`src/inc/plcc_pkg.sv`:
```
// Shared constants and types of the per-port link configuration block
package plcc_pkg;

    // ****************************************************************
    // Register map (byte addresses, one 32-bit word each)
    // ****************************************************************
    localparam int ADDR_W = 8;
    localparam logic [7:0] OFS_CTRL = 8'h00;
    localparam logic [7:0] OFS_ADV = 8'h04;
    localparam logic [7:0] OFS_UPLINK = 8'h08;
    localparam logic [7:0] OFS_STATUS = 8'h0c;
    localparam logic [7:0] OFS_ADV_STATUS = 8'h10;
    localparam logic [7:0] OFS_IRQ_STATUS = 8'h14;
    localparam logic [7:0] OFS_IRQ_CLEAR = 8'h18;
    localparam logic [7:0] OFS_IRQ_ENABLE = 8'h1c;

    // ****************************************************************
    // Control word fields (also status word layout where shared)
    // ****************************************************************
    localparam int F_ADMIN_UP = 0;
    localparam int F_ANEG = 1;
    localparam int F_SPEED = 2;
    localparam int F_FULL = 4;
    localparam int F_BP = 5;
    localparam int F_FC = 6;
    localparam int F_XOVER = 7;
    localparam int F_PRIV_EDGE = 9;
    localparam int F_AGG = 10;
    localparam int F_REACTIVATE = 11;
    localparam int F_ADV_MAX = 5;
    localparam int F_ACTIVE = 0;
    localparam int F_SUSPENDED = 11;
    localparam int F_NEG_DONE = 12;
    localparam int F_NEIGH = 8;

    // ****************************************************************
    // Encodings
    // ****************************************************************
    localparam logic [1:0] SPD_10 = 2'h0;
    localparam logic [1:0] SPD_100 = 2'h1;
    localparam logic [1:0] SPD_1000 = 2'h2;
    localparam logic [1:0] XO_AUTO = 2'h0;
    localparam logic [1:0] XO_STRAIGHT = 2'h1;
    localparam logic [1:0] XO_CROSSED = 2'h2;
    localparam int ADV_W = 5;
    localparam int ADV_10H = 0;
    localparam int ADV_10F = 1;
    localparam int ADV_100H = 2;
    localparam int ADV_100F = 3;
    localparam int ADV_1000F = 4;
    localparam logic [4:0] ADV_ALL = 5'h1f;
    localparam int EV_W = 4;
    localparam int EV_LINK = 0;
    localparam int EV_NEG_DONE = 1;
    localparam int EV_SUSPEND = 2;
    localparam int EV_NEIGH = 3;

    // ****************************************************************
    // Reset values
    // ****************************************************************
    localparam logic RST_ADMIN_UP = 1'b1;
    localparam logic RST_ANEG = 1'b1;
    localparam logic [1:0] RST_SPEED = SPD_100;
    localparam logic RST_FULL = 1'b1;
    localparam logic RST_BP = 1'b0;
    localparam logic RST_FC = 1'b0;
    localparam logic [1:0] RST_XOVER = XO_AUTO;
    localparam logic [4:0] RST_ADV = ADV_ALL;

    // Negotiation progress, Gray along idle, wait, done
    typedef enum logic [1:0] {
        NEG_IDLE = 2'b00,
        NEG_WAIT = 2'b01,
        NEG_DONE = 2'b11
    } plcc_neg_t;

endpackage : plcc_pkg

```
`src/design/plcc_port_ctrl.sv`:
```
// Per-port link configuration, negotiation result and status block
//
// How it works
// [RQ1] Admin down takes the port offline; admin up lets it carry traffic.
// [RQ2] Forced speed is accepted only with auto-negotiation off; otherwise negotiated speed rules.
// [RQ3] Forced duplex applies only with negotiation off and forced speed 10 or 100.
// [RQ4] Duplex cannot be changed while the port is an aggregation group.
// [RQ5] Flow control is active only in full duplex, never in half.
// [RQ6] Private edge port skips the lookup and sends everything to the uplink.
// [RQ7] Advertisement holds any mix of five abilities; max capability selects all five.
// [RQ8] Own abilities go out to the neighbour; neighbour abilities are captured for readback.
// [RQ9] Crossover is automatic, straight or crossed; the current mode is readable.
// [RQ10] A suspended port stays suspended until management asks for reactivation.
// [RQ11] Back-pressure has an enable and its current state is reported.
// [RQ12] Flow control has an enable and its current state is reported.
// [RQ13] Software should turn negotiation off on ports with pluggable optical modules.
// [RQ14] Status shows active, speed, duplex and negotiation apart from the settings.
// [RQ15] Negotiation picks the highest common ability, full before half at equal speed.
module plcc_port_ctrl
    import plcc_pkg::*;
#(
    parameter int NPORTS = 8
)
(
    input wire logic clk_sys,
    input wire logic arst_n,
    input wire logic [ADDR_W-1:0] reg_addr,
    input wire logic [31:0] reg_wdata,
    input wire logic reg_wr,
    input wire logic reg_rd,
    output logic [31:0] reg_rdata,
    output logic irq,
    input wire logic link_up_pin,
    input wire logic partner_adv_valid_pin,
    input wire logic [ADV_W-1:0] partner_adv_pin,
    input wire logic cable_crossed_pin,
    input wire logic port_suspend,
    input wire logic [NPORTS-1:0] fdb_dest_mask,
    output logic [NPORTS-1:0] fwd_dest_mask,
    output logic fdb_bypass,
    output logic [ADV_W-1:0] local_adv,
    output logic port_enable,
    output logic [1:0] op_speed,
    output logic op_full_duplex,
    output logic fc_active,
    output logic bp_active,
    output logic cable_crossed
);

    // ****************************************************************
    // Elaboration checks
    // ****************************************************************
    if (NPORTS < 1 || NPORTS > 32)
    begin : g_bad_nports
        $error("NPORTS must lie between 1 and 32");
    end

    // ****************************************************************
    // Helpers
    // ****************************************************************
    // Highest common ability: {ok, speed, full}
    function automatic logic [3:0] plcc_resolve(input logic [ADV_W-1:0] common);
        logic [3:0] res;
        res = 4'h0;
        if (common[ADV_1000F])
            res = {1'b1, SPD_1000, 1'b1}; // RQ15
        else if (common[ADV_100F])
            res = {1'b1, SPD_100, 1'b1};
        else if (common[ADV_100H])
            res = {1'b1, SPD_100, 1'b0};
        else if (common[ADV_10F])
            res = {1'b1, SPD_10, 1'b1};
        else if (common[ADV_10H])
            res = {1'b1, SPD_10, 1'b0};
        return res;
    endfunction : plcc_resolve

    // ****************************************************************
    // Pin synchronisers
    // ****************************************************************
    logic [ADV_W+2:0] sync_a;
    logic [ADV_W+2:0] sync_b;
    logic link_up;
    logic partner_valid;
    logic [ADV_W-1:0] partner_adv;
    logic crossed_detect;
    logic link_up_d;
    logic partner_valid_d;

    // Two flops per pin; only sync_b is read by logic
    always_ff @(posedge clk_sys or negedge arst_n)
    begin
        if (!arst_n)
        begin
            sync_a <= '0;
            sync_b <= '0;
            {link_up_d, partner_valid_d} <= 2'b00;
        end
        else
        begin
            sync_a <= {link_up_pin, partner_adv_valid_pin, cable_crossed_pin, partner_adv_pin};
            sync_b <= sync_a;
            {link_up_d, partner_valid_d} <= {link_up, partner_valid};
        end
    end

    assign link_up = sync_b[ADV_W+2];
    assign partner_valid = sync_b[ADV_W+1];
    assign crossed_detect = sync_b[ADV_W];
    assign partner_adv = sync_b[ADV_W-1:0];

    // ****************************************************************
    // Register decode
    // ****************************************************************
    logic wr_ctrl, wr_adv, wr_uplink, wr_clear, wr_enable;

    assign wr_ctrl = reg_wr && (reg_addr == OFS_CTRL);
    assign wr_adv = reg_wr && (reg_addr == OFS_ADV);
    assign wr_uplink = reg_wr && (reg_addr == OFS_UPLINK);
    assign wr_clear = reg_wr && (reg_addr == OFS_IRQ_CLEAR);
    assign wr_enable = reg_wr && (reg_addr == OFS_IRQ_ENABLE);

    // ****************************************************************
    // Configuration state
    // ****************************************************************
    logic admin_up, next_admin_up;
    logic aneg_en, next_aneg_en;
    logic [1:0] force_speed, next_force_speed;
    logic force_full, next_force_full;
    logic bp_en, next_bp_en;
    logic fc_en, next_fc_en;
    logic [1:0] xover_mode, next_xover_mode;
    logic priv_edge, next_priv_edge;
    logic agg_group, next_agg_group;
    logic [ADV_W-1:0] adv, next_adv;
    logic [NPORTS-1:0] uplink, next_uplink;
    logic suspended, next_suspended;

    // Speed and duplex are checked against the word being written, so one
    // write may turn negotiation off and force the link in the same cycle
    always_comb
    begin
        {next_admin_up, next_aneg_en, next_force_speed, next_force_full, next_bp_en, next_fc_en} =
            {admin_up, aneg_en, force_speed, force_full, bp_en, fc_en};
        {next_xover_mode, next_priv_edge, next_agg_group, next_adv, next_uplink} =
            {xover_mode, priv_edge, agg_group, adv, uplink};
        if (wr_ctrl)
        begin
            next_admin_up = reg_wdata[F_ADMIN_UP]; // RQ1
            next_aneg_en = reg_wdata[F_ANEG];
            next_bp_en = reg_wdata[F_BP]; // RQ11
            next_fc_en = reg_wdata[F_FC]; // RQ12
            next_priv_edge = reg_wdata[F_PRIV_EDGE];
            next_agg_group = reg_wdata[F_AGG];
            if (reg_wdata[F_XOVER+1:F_XOVER] != 2'h3)
                next_xover_mode = reg_wdata[F_XOVER+1:F_XOVER]; // RQ9
            if (!reg_wdata[F_ANEG] && reg_wdata[F_SPEED+1:F_SPEED] != 2'h3)
                next_force_speed = reg_wdata[F_SPEED+1:F_SPEED]; // RQ2
            if (!reg_wdata[F_ANEG] && !agg_group && next_force_speed != SPD_1000) // RQ4
                next_force_full = reg_wdata[F_FULL]; // RQ3
        end
        if (wr_adv)
            next_adv = reg_wdata[F_ADV_MAX] ? ADV_ALL : reg_wdata[ADV_W-1:0]; // RQ7
        if (wr_uplink)
            next_uplink = reg_wdata[NPORTS-1:0];
        // A new suspension in the reactivation cycle wins
        next_suspended = port_suspend | (suspended & ~(wr_ctrl & reg_wdata[F_REACTIVATE])); // RQ10
    end

    always_ff @(posedge clk_sys or negedge arst_n)
    begin
        if (!arst_n)
        begin
            {admin_up, aneg_en, force_speed, force_full} <= {RST_ADMIN_UP, RST_ANEG, RST_SPEED, RST_FULL};
            {bp_en, fc_en, xover_mode, adv} <= {RST_BP, RST_FC, RST_XOVER, RST_ADV};
            {priv_edge, agg_group, suspended} <= 3'b000;
            uplink <= '0;
        end
        else
        begin
            {admin_up, aneg_en, force_speed} <= {next_admin_up, next_aneg_en, next_force_speed};
            {force_full, bp_en, fc_en} <= {next_force_full, next_bp_en, next_fc_en};
            {xover_mode, priv_edge, agg_group} <= {next_xover_mode, next_priv_edge, next_agg_group};
            {adv, uplink, suspended} <= {next_adv, next_uplink, next_suspended};
        end
    end

    // ****************************************************************
    // Negotiation
    // ****************************************************************
    plcc_neg_t neg_state, next_neg_state;
    logic [ADV_W-1:0] neigh_adv, next_neigh_adv;
    logic [1:0] neg_speed, next_neg_speed;
    logic neg_full, next_neg_full;
    logic neigh_new;
    logic [3:0] resolved;

    // Neighbour word is taken on the rising edge of its valid, settled by then
    assign neigh_new = partner_valid & ~partner_valid_d;
    assign resolved = plcc_resolve(adv & partner_adv);

    // Own advertisement change restarts the exchange
    always_comb
    begin
        next_neg_state = neg_state;
        {next_neg_speed, next_neg_full, next_neigh_adv} = {neg_speed, neg_full, neigh_adv};
        if (neigh_new)
            next_neigh_adv = partner_adv; // RQ8
        case (neg_state)
            NEG_IDLE:
                if (aneg_en && link_up)
                    next_neg_state = NEG_WAIT;
            NEG_WAIT:
                if (!aneg_en || !link_up)
                    next_neg_state = NEG_IDLE;
                else if (neigh_new && resolved[3])
                begin
                    next_neg_state = NEG_DONE;
                    next_neg_speed = resolved[2:1]; // RQ15
                    next_neg_full = resolved[0];
                end
            NEG_DONE:
                if (!aneg_en || !link_up)
                    next_neg_state = NEG_IDLE;
                else if (wr_adv)
                    next_neg_state = NEG_WAIT;
            default:
                next_neg_state = NEG_IDLE;
        endcase
    end

    always_ff @(posedge clk_sys or negedge arst_n)
    begin
        if (!arst_n)
        begin
            neg_state <= NEG_IDLE;
            {neg_speed, neg_full, neigh_adv} <= {SPD_10, 1'b0, {ADV_W{1'b0}}};
        end
        else
        begin
            neg_state <= next_neg_state;
            {neg_speed, neg_full, neigh_adv} <= {next_neg_speed, next_neg_full, next_neigh_adv};
        end
    end

    // ****************************************************************
    // Operating outputs
    // ****************************************************************
    logic active, cur_full, neg_ok;
    logic [1:0] cur_speed;

    assign neg_ok = (neg_state == NEG_DONE);
    assign active = admin_up & ~suspended & link_up & (~aneg_en | neg_ok); // RQ1 RQ10
    assign cur_speed = aneg_en ? neg_speed : force_speed; // RQ2
    // Forced gigabit is full duplex only
    assign cur_full = aneg_en ? neg_full : (force_full | (force_speed == SPD_1000)); // RQ3

    // All operating outputs come from flops, one cycle after the state
    always_ff @(posedge clk_sys or negedge arst_n)
    begin
        if (!arst_n)
        begin
            {port_enable, op_speed, op_full_duplex} <= {1'b0, SPD_10, 1'b0};
            {fc_active, bp_active, cable_crossed, fdb_bypass} <= 4'h0;
            local_adv <= '0;
            fwd_dest_mask <= '0;
        end
        else
        begin
            port_enable <= active; // RQ1
            op_speed <= cur_speed;
            op_full_duplex <= cur_full;
            fc_active <= fc_en & cur_full & active; // RQ5
            bp_active <= bp_en & ~cur_full & active; // RQ11
            cable_crossed <= (xover_mode == XO_AUTO) ? crossed_detect : (xover_mode == XO_CROSSED); // RQ9
            local_adv <= aneg_en ? adv : '0; // RQ8
            fdb_bypass <= priv_edge; // RQ6
            fwd_dest_mask <= priv_edge ? uplink : fdb_dest_mask; // RQ6
        end
    end

    // ****************************************************************
    // Interrupts
    // ****************************************************************
    logic [EV_W-1:0] irq_status, next_irq_status;
    logic [EV_W-1:0] irq_enable, next_irq_enable;
    logic [EV_W-1:0] events;

    assign events[EV_LINK] = link_up ^ link_up_d;
    assign events[EV_NEG_DONE] = (next_neg_state == NEG_DONE) && (neg_state != NEG_DONE);
    assign events[EV_SUSPEND] = port_suspend & ~suspended;
    assign events[EV_NEIGH] = neigh_new;

    // Set beats clear in the same cycle
    always_comb
    begin
        next_irq_status = irq_status;
        next_irq_enable = irq_enable;
        if (wr_clear)
            next_irq_status = irq_status & ~reg_wdata[EV_W-1:0];
        next_irq_status = next_irq_status | events;
        if (wr_enable)
            next_irq_enable = reg_wdata[EV_W-1:0];
    end

    always_ff @(posedge clk_sys or negedge arst_n)
    begin
        if (!arst_n)
        begin
            {irq_status, irq_enable} <= {(2 * EV_W){1'b0}};
        end
        else
        begin
            {irq_status, irq_enable} <= {next_irq_status, next_irq_enable};
        end
    end

    assign irq = |(irq_status & irq_enable);

    // ****************************************************************
    // Read path
    // ****************************************************************
    logic [31:0] rd_word;
    logic [1:0] cur_xover;

    assign cur_xover = cable_crossed ? XO_CROSSED : XO_STRAIGHT;

    // Unmapped and write-only offsets read as zero
    always_comb
    begin
        rd_word = 32'h0;
        case (reg_addr)
            OFS_CTRL:
                rd_word[F_AGG:F_ADMIN_UP] = {agg_group, priv_edge, xover_mode, fc_en, bp_en, force_full, force_speed,
                    aneg_en, admin_up};
            OFS_ADV:
                rd_word[ADV_W-1:0] = adv;
            OFS_UPLINK:
                rd_word[NPORTS-1:0] = uplink;
            OFS_STATUS:
                rd_word[F_NEG_DONE:F_ACTIVE] = {neg_ok, suspended, 2'b00, cur_xover, fc_en, bp_en, cur_full, cur_speed,
                    aneg_en, active}; // RQ14 RQ11 RQ12 RQ9
            OFS_ADV_STATUS:
                rd_word[F_NEIGH+ADV_W-1:0] = {neigh_adv, 3'b000, local_adv}; // RQ8
            OFS_IRQ_STATUS:
                rd_word[EV_W-1:0] = irq_status;
            OFS_IRQ_ENABLE:
                rd_word[EV_W-1:0] = irq_enable;
            default:
                rd_word = 32'h0;
        endcase
    end

    // Data stand only in the cycle after the strobe
    always_ff @(posedge clk_sys or negedge arst_n)
    begin
        if (!arst_n)
            reg_rdata <= 32'h0;
        else
            reg_rdata <= reg_rd ? rd_word : 32'h0;
    end

endmodule : plcc_port_ctrl

```
`config.mk`:
```
export PLATFORM = sky130hd
export DESIGN_NAME = plcc_port_ctrl
export DESIGN_NICKNAME = d
export VERILOG_FILES = /design/src/inc/plcc_pkg.sv /design/src/design/plcc_port_ctrl.sv
export SDC_FILE = /design/constraint.sdc
export NUM_CORES = 1
export LEC_CHECK = 0
export BUFFER_PORTS_ARGS = -buffer_cell sky130_fd_sc_hd__buf_2
export CAP_MARGIN = 30
export CELL_PAD_IN_SITES_DETAIL_PLACEMENT = 0
export CELL_PAD_IN_SITES_GLOBAL_PLACEMENT = 2
export CORE_MARGIN = 8
export CORE_UTILIZATION = 36
export CTS_CLUSTER_SIZE = 24
export DETAILED_ROUTE_END_ITERATION = 16
export PLACE_DENSITY_LB_ADDON = 0.05
export SETUP_SLACK_MARGIN = 0.5
export SLEW_MARGIN = 5
export SYNTH_ARGS = -nofsm -noshare
export SYNTH_HDL_FRONTEND = slang
export SYNTH_SLANG_ARGS = --single-unit
```
`constraint.sdc`:
```
create_clock -name clk_sys -period 4.3 [get_ports clk_sys]
set_input_delay 0.86 -clock clk_sys [delete_from_list [all_inputs] [get_ports clk_sys]]
set_output_delay 0.86 -clock clk_sys [all_outputs]
set_load 0.01 [all_outputs]
```
* Word level (Yosys, flattened, before mapping)
Index checks and enable logic that the tools add are counted.
** Operators by class
- Equal/unequal tests :: 16
- Mux-type cells :: 27
- Bitwise logic cells :: 26
- Reductions and logical operators :: 23
** Operator list (count)
- 8-bit by 5-bit equality test with 1-bit output, second input constant :: 4
- 4-bit one-hot mux with 7 select lines :: 1
- 4-bit two-way mux :: 6
- 2-bit two-way mux :: 9
- 3-bit one-hot mux with 3 select lines :: 2
- 8-bit by 4-bit equality test with 1-bit output, second input constant :: 2
- 13-bit two-way mux :: 1
- 1-bit bitwise AND :: 11
- 1-bit logical AND :: 11
- 5-bit two-way mux :: 2
- 4-bit bitwise AND :: 2
- 2-bit equality test, second input constant :: 4
- 8-bit by 3-bit equality test with 1-bit output, second input constant :: 1
- 8-bit logical NOT :: 1
- 8-bit two-way mux :: 1
- 2-bit != test, second input constant :: 4
- 1-bit NOT :: 6
- 2-bit one-hot mux with 3 select lines :: 1
- 5-bit bitwise AND :: 1
- 1-bit one-hot mux with 5 select lines :: 1
- 1-bit logical NOT :: 4
- 2-bit logical NOT :: 2
- 4-bit NOT :: 1
- 4-bit bitwise OR :: 1
- other kinds (9) :: 13
** Storage, ports and cells
- Flip-flop bits (word level) :: 95
- Input bits :: 61
- Output and inout port bits :: 54
- Logic and storage cells :: 124

* Longest topological paths before layout
- Word-level depth :: 13
- Gate-level depth with buffers :: 6
- Mapped depth without buffers :: 4

* Worst setup path before layout
No wires, ideal clock.
- Path kind :: input to register
- Start point :: in reg_addr[5]
- End point :: reg force_full
- Setup time :: 0.085 ns
- Arrival :: 2.013 ns
- Required time :: 4.215 ns
- Setup slack :: 2.202 ns
- Cell stages on the path :: 4
- Path buffers :: 0
- Cell sequence :: nor3_4 nand4_4 a2111oi_4 mux2_1
** Between the ends
- Word-level cells in the longest chain between the ends :: 3
** RTL lines
- from (decl) :: line plcc_port_ctrl.sv:27 : input wire logic [ADDR_W-1:0] reg_addr,
- 8-bit logical NOT :: line plcc_port_ctrl.sv:117 : assign wr_ctrl = reg_wr && (reg_addr == OFS_CTRL);
- 1-bit logical AND :: line plcc_port_ctrl.sv:117
- 2-bit AND reduction (no line)
- to (signal assigned) :: line plcc_port_ctrl.sv:174 : {admin_up, aneg_en, force_speed, force_full} <= {RST_ADMIN_UP, RST_ANEG, RST_SPEED, RST_FULL};
- to (signal assigned) :: line plcc_port_ctrl.sv:182 : {force_full, bp_en, fc_en} <= {next_force_full, next_bp_en, next_fc_en};
- to (decl) :: line plcc_port_ctrl.sv:129 : logic force_full, next_force_full;
Every way passes these cells.
A chain may end at the register's enable or synchronous reset.

* Worst setup path after layout
- Start point :: in reg_addr[4]
- End point :: reg force_full
Same word-level chain as after synthesis.

==> out/metrics.yaml <==
cts:
  h-tree-depth: 3
  cts_sinks: 95
  clock_tree.buffer_depth: 2
  ctsResizeCount: 0
  path_clk_slew_ns: 0.06
  cts-root-buf: "clkbuf_16"
  cts_tree: "done"
  clk_latency_ns: 0.35
  post-cts-setup-buffers: 0
  ctsHoldBuffers: 0
  cts_buffers: 9
synthesis:
  ys_async_sr_fraction_pct: 100
  synthDistinctLibCells: 53
  yosysMostFrequentCell: "dfrtp_1"
  yosysSeqAreaShare_pct: 58.7
  avgSynthCellArea_um2: 12.3
  netlist_area_um2: 4070
  synth_area_leaders: "dfrtp_1 (53%), mux2_2 (11%), dfstp_2 (5.8%)"
  yosysTopAreaCell: "dfrtp_1"
  ys_seq_elements: 95
  synthTopCellsByCount: "dfrtp_1 (86), mux2_2 (38), nand2_1 (27)"
  syn_inst: 331
  yosysTopAreaCellShare_pct: 52.9
  ys_warn_count: 0
  synth_edf_count: 0
  synthFlopType: "dfrtp_1"
routing:
  wl_per_cell_um: 19.4
  vias: 2755
  drtIter0Drc: 179
  wl_um: 10800
  drc: 0
  first_pass_iters: 6
  vias_per_cell: 4.97
  ant_nets: 0
grt:
  grt_pass1_vias: 2894
  grt_max_degree: 70
  antenna_found_initial: 0
  grt_overflow_total: 0
  grt.total_usage_pct: 15.3
  grt_pass1_wl_um: 16900
timing:
  grt_setup_unrepaired: "no"
  max_slew_margin_pct: 41.2
  setup-violations-final: 0
  slew_viol_final: 0
  skew_ns: 0.00696
  whs_ns: 0.347
  worst_pin_slew_ns: 0.882
  setup_tns_ns: 0
  max_freq_ghz: 0.432
  layout_worst_path_cycle_share_pct: 53.8
  hold_viol: 0
  min_period_ns: 2.31
cells_and_area:
  syn2layout_area_growth_pct: 18.5
  fillerInstances: 1111
  antenna_cells: 0
  regArea_um2: 2390
  layout.nets: 467
  drive_gt1_share_pct: 37.0
  multiInputGateArea_um2: 1520
setup_path:
  path_cells: "buf_2 -> nor2b_1 -> nand4_4 -> a2111oi_4 -> mux2_1"
  crit_path_max_incr_delay_ns: 0.42
  cp-start-kind: "input pin"
  reg2reg_setup_slack_ns: 2.21
  cpLargestDelayFamily: "simple AND/OR/NAND/NOR gates"
  critPathSlowestCell: "a2111oi_4"
  cp.arrival_ns: 2.58
  r2r-start: "aneg_en"
  critPathCaptureType: "register"
  worstPathMaxFanout: 22
  rr_worst_depth: 4
  crit_buf_inv: 1
  r2r_end: "neg_speed[1]"
  crit_type: "input pin to register"
  cp_data_required_time_ns: 4.57
min_path:
  min-delay-start: "sync_a[1]"
  hold_depth: 0
  hold_path_end: "sync_b[1]"
  min_path_type: "register to register"
power:
  ir_drop_uv: 205
  powerDensity_nw_per_um2: 402
  p_leak_nw: 2.29
  power.total_mw: 1.94
place:
  placement.io_buffers: 75
  dp_hpwl_um: 7670
  globalplace.congestion: 0.751
floorplanning:
  die_x_um: 122
  die_area_um2: 15000
  die_y_um: 122
  ios: 115
  coreArea_um2: 11200
  rows: 39
  initial_core_util_pct: 36.3
flow_run:
  cap_violations: 0
status:
  status: "finished, final reports clean"
==> through the flow <==
step	util [%]	cells	area [um2]	setup WS, ns
after floorplan	-	349	4140	2.20
after global placement	40.2	538	4510	1.61
after detailed placement	40.2	538	4510	1.58
after CTS	43.0	554	4820	1.96
after global routing	43.0	554	4820	1.88
final	43.0	554	4820	1.99
==> worst max path at each step <==
stage | start | endpoint | slack [ns] | cells after the start
floorplan | reg_addr[5] | force_full | 2.20 | 4
CTS | reg_addr[4] | force_full | 1.96 | 5
detailed placement | reg_addr[4] | force_full | 1.58 | 5
global route | reg_addr[2] | adv[2] | 1.88 | 5
global placement | reg_addr[4] | force_full | 1.61 | 5
finish | reg_addr[4] | force_full | 1.99 | 5
==> where the power goes <==
| group | internal (mW) | switching, mW |
|---|---|---|
| clock network | 0.499 | 0.331 |
| logic | 0.0583 | 0.0870 |
| registers | 0.934 | 0.0278 |
==> routing by layer <==
layer	GRT usage, %	up-vias	share of wire (%)
met1	19.5	1369	43
met5	0	-	0
met2	23.9	82	47
met3	3.50	17	6.2
met4	8.23	0	2.9
li1	-	1287	-
==> sequential cells by signal (all words and copies together), names as in the netlist, 5 cells and up <==
signal / flops
neigh_adv: 5
sync_a: 8
uplink: 8
adv: 5
fwd_dest_mask: 8
local_adv: 5
reg_rdata: 13
sync_b: 8
==> cells by family after synthesis <==
| kind of cell | Yosys count | share of synthesized area, % |
|---|---|---|
| flip-flops | 95 | 58.7 |
| AND/OR/NAND/NOR | 94 | 12.9 |
| AO/OA/AOI/OAI | 57 | 10.1 |
| multiplexers | 45 | 12.3 |
| buffers and inverters | 38 | 5.69 |
| XOR/XNOR | 1 | 0.215 |
| other | 1 | 0.0922 |
==> layout make-up <==
class	instances	share of cell area (%)
clock inverter	2	0.778
inverter	5	0.389
clock buffer	14	5.68
multi-input combinational	216	31.4
timing repair buffer	79	8.46
tap	143	3.71
sequential	95	49.5
==> cells in the final DEF, fill, tap and decap left out, types with 5 or more instances in the layout <==
| master | synthesis | routed |
|---|---|---|
| o21ai_0 | 16 | 16 |
| buf_2 | 8 | 74 |
| and2_1 | 8 | 8 |
| nor2b_1 | 6 | 6 |
| a22oi_1 | 8 | 8 |
| mux2i_1 | 6 | 6 |
| dfrtp_1 | 86 | 86 |
| inv_1 | 5 | 5 |
| clkbuf_16 | 0 | 9 |
| buf_4 | 19 | 5 |
| nand2_1 | 27 | 27 |
| mux2_2 | 38 | 38 |
| dfstp_2 | 9 | 9 |
| conb_1 | 1 | 19 |
| nor3_1 | 6 | 6 |
| nor2_1 | 17 | 17 |
| a21oi_1 | 7 | 7 |
No activity file was read; power rests on OpenSTA's default activity.
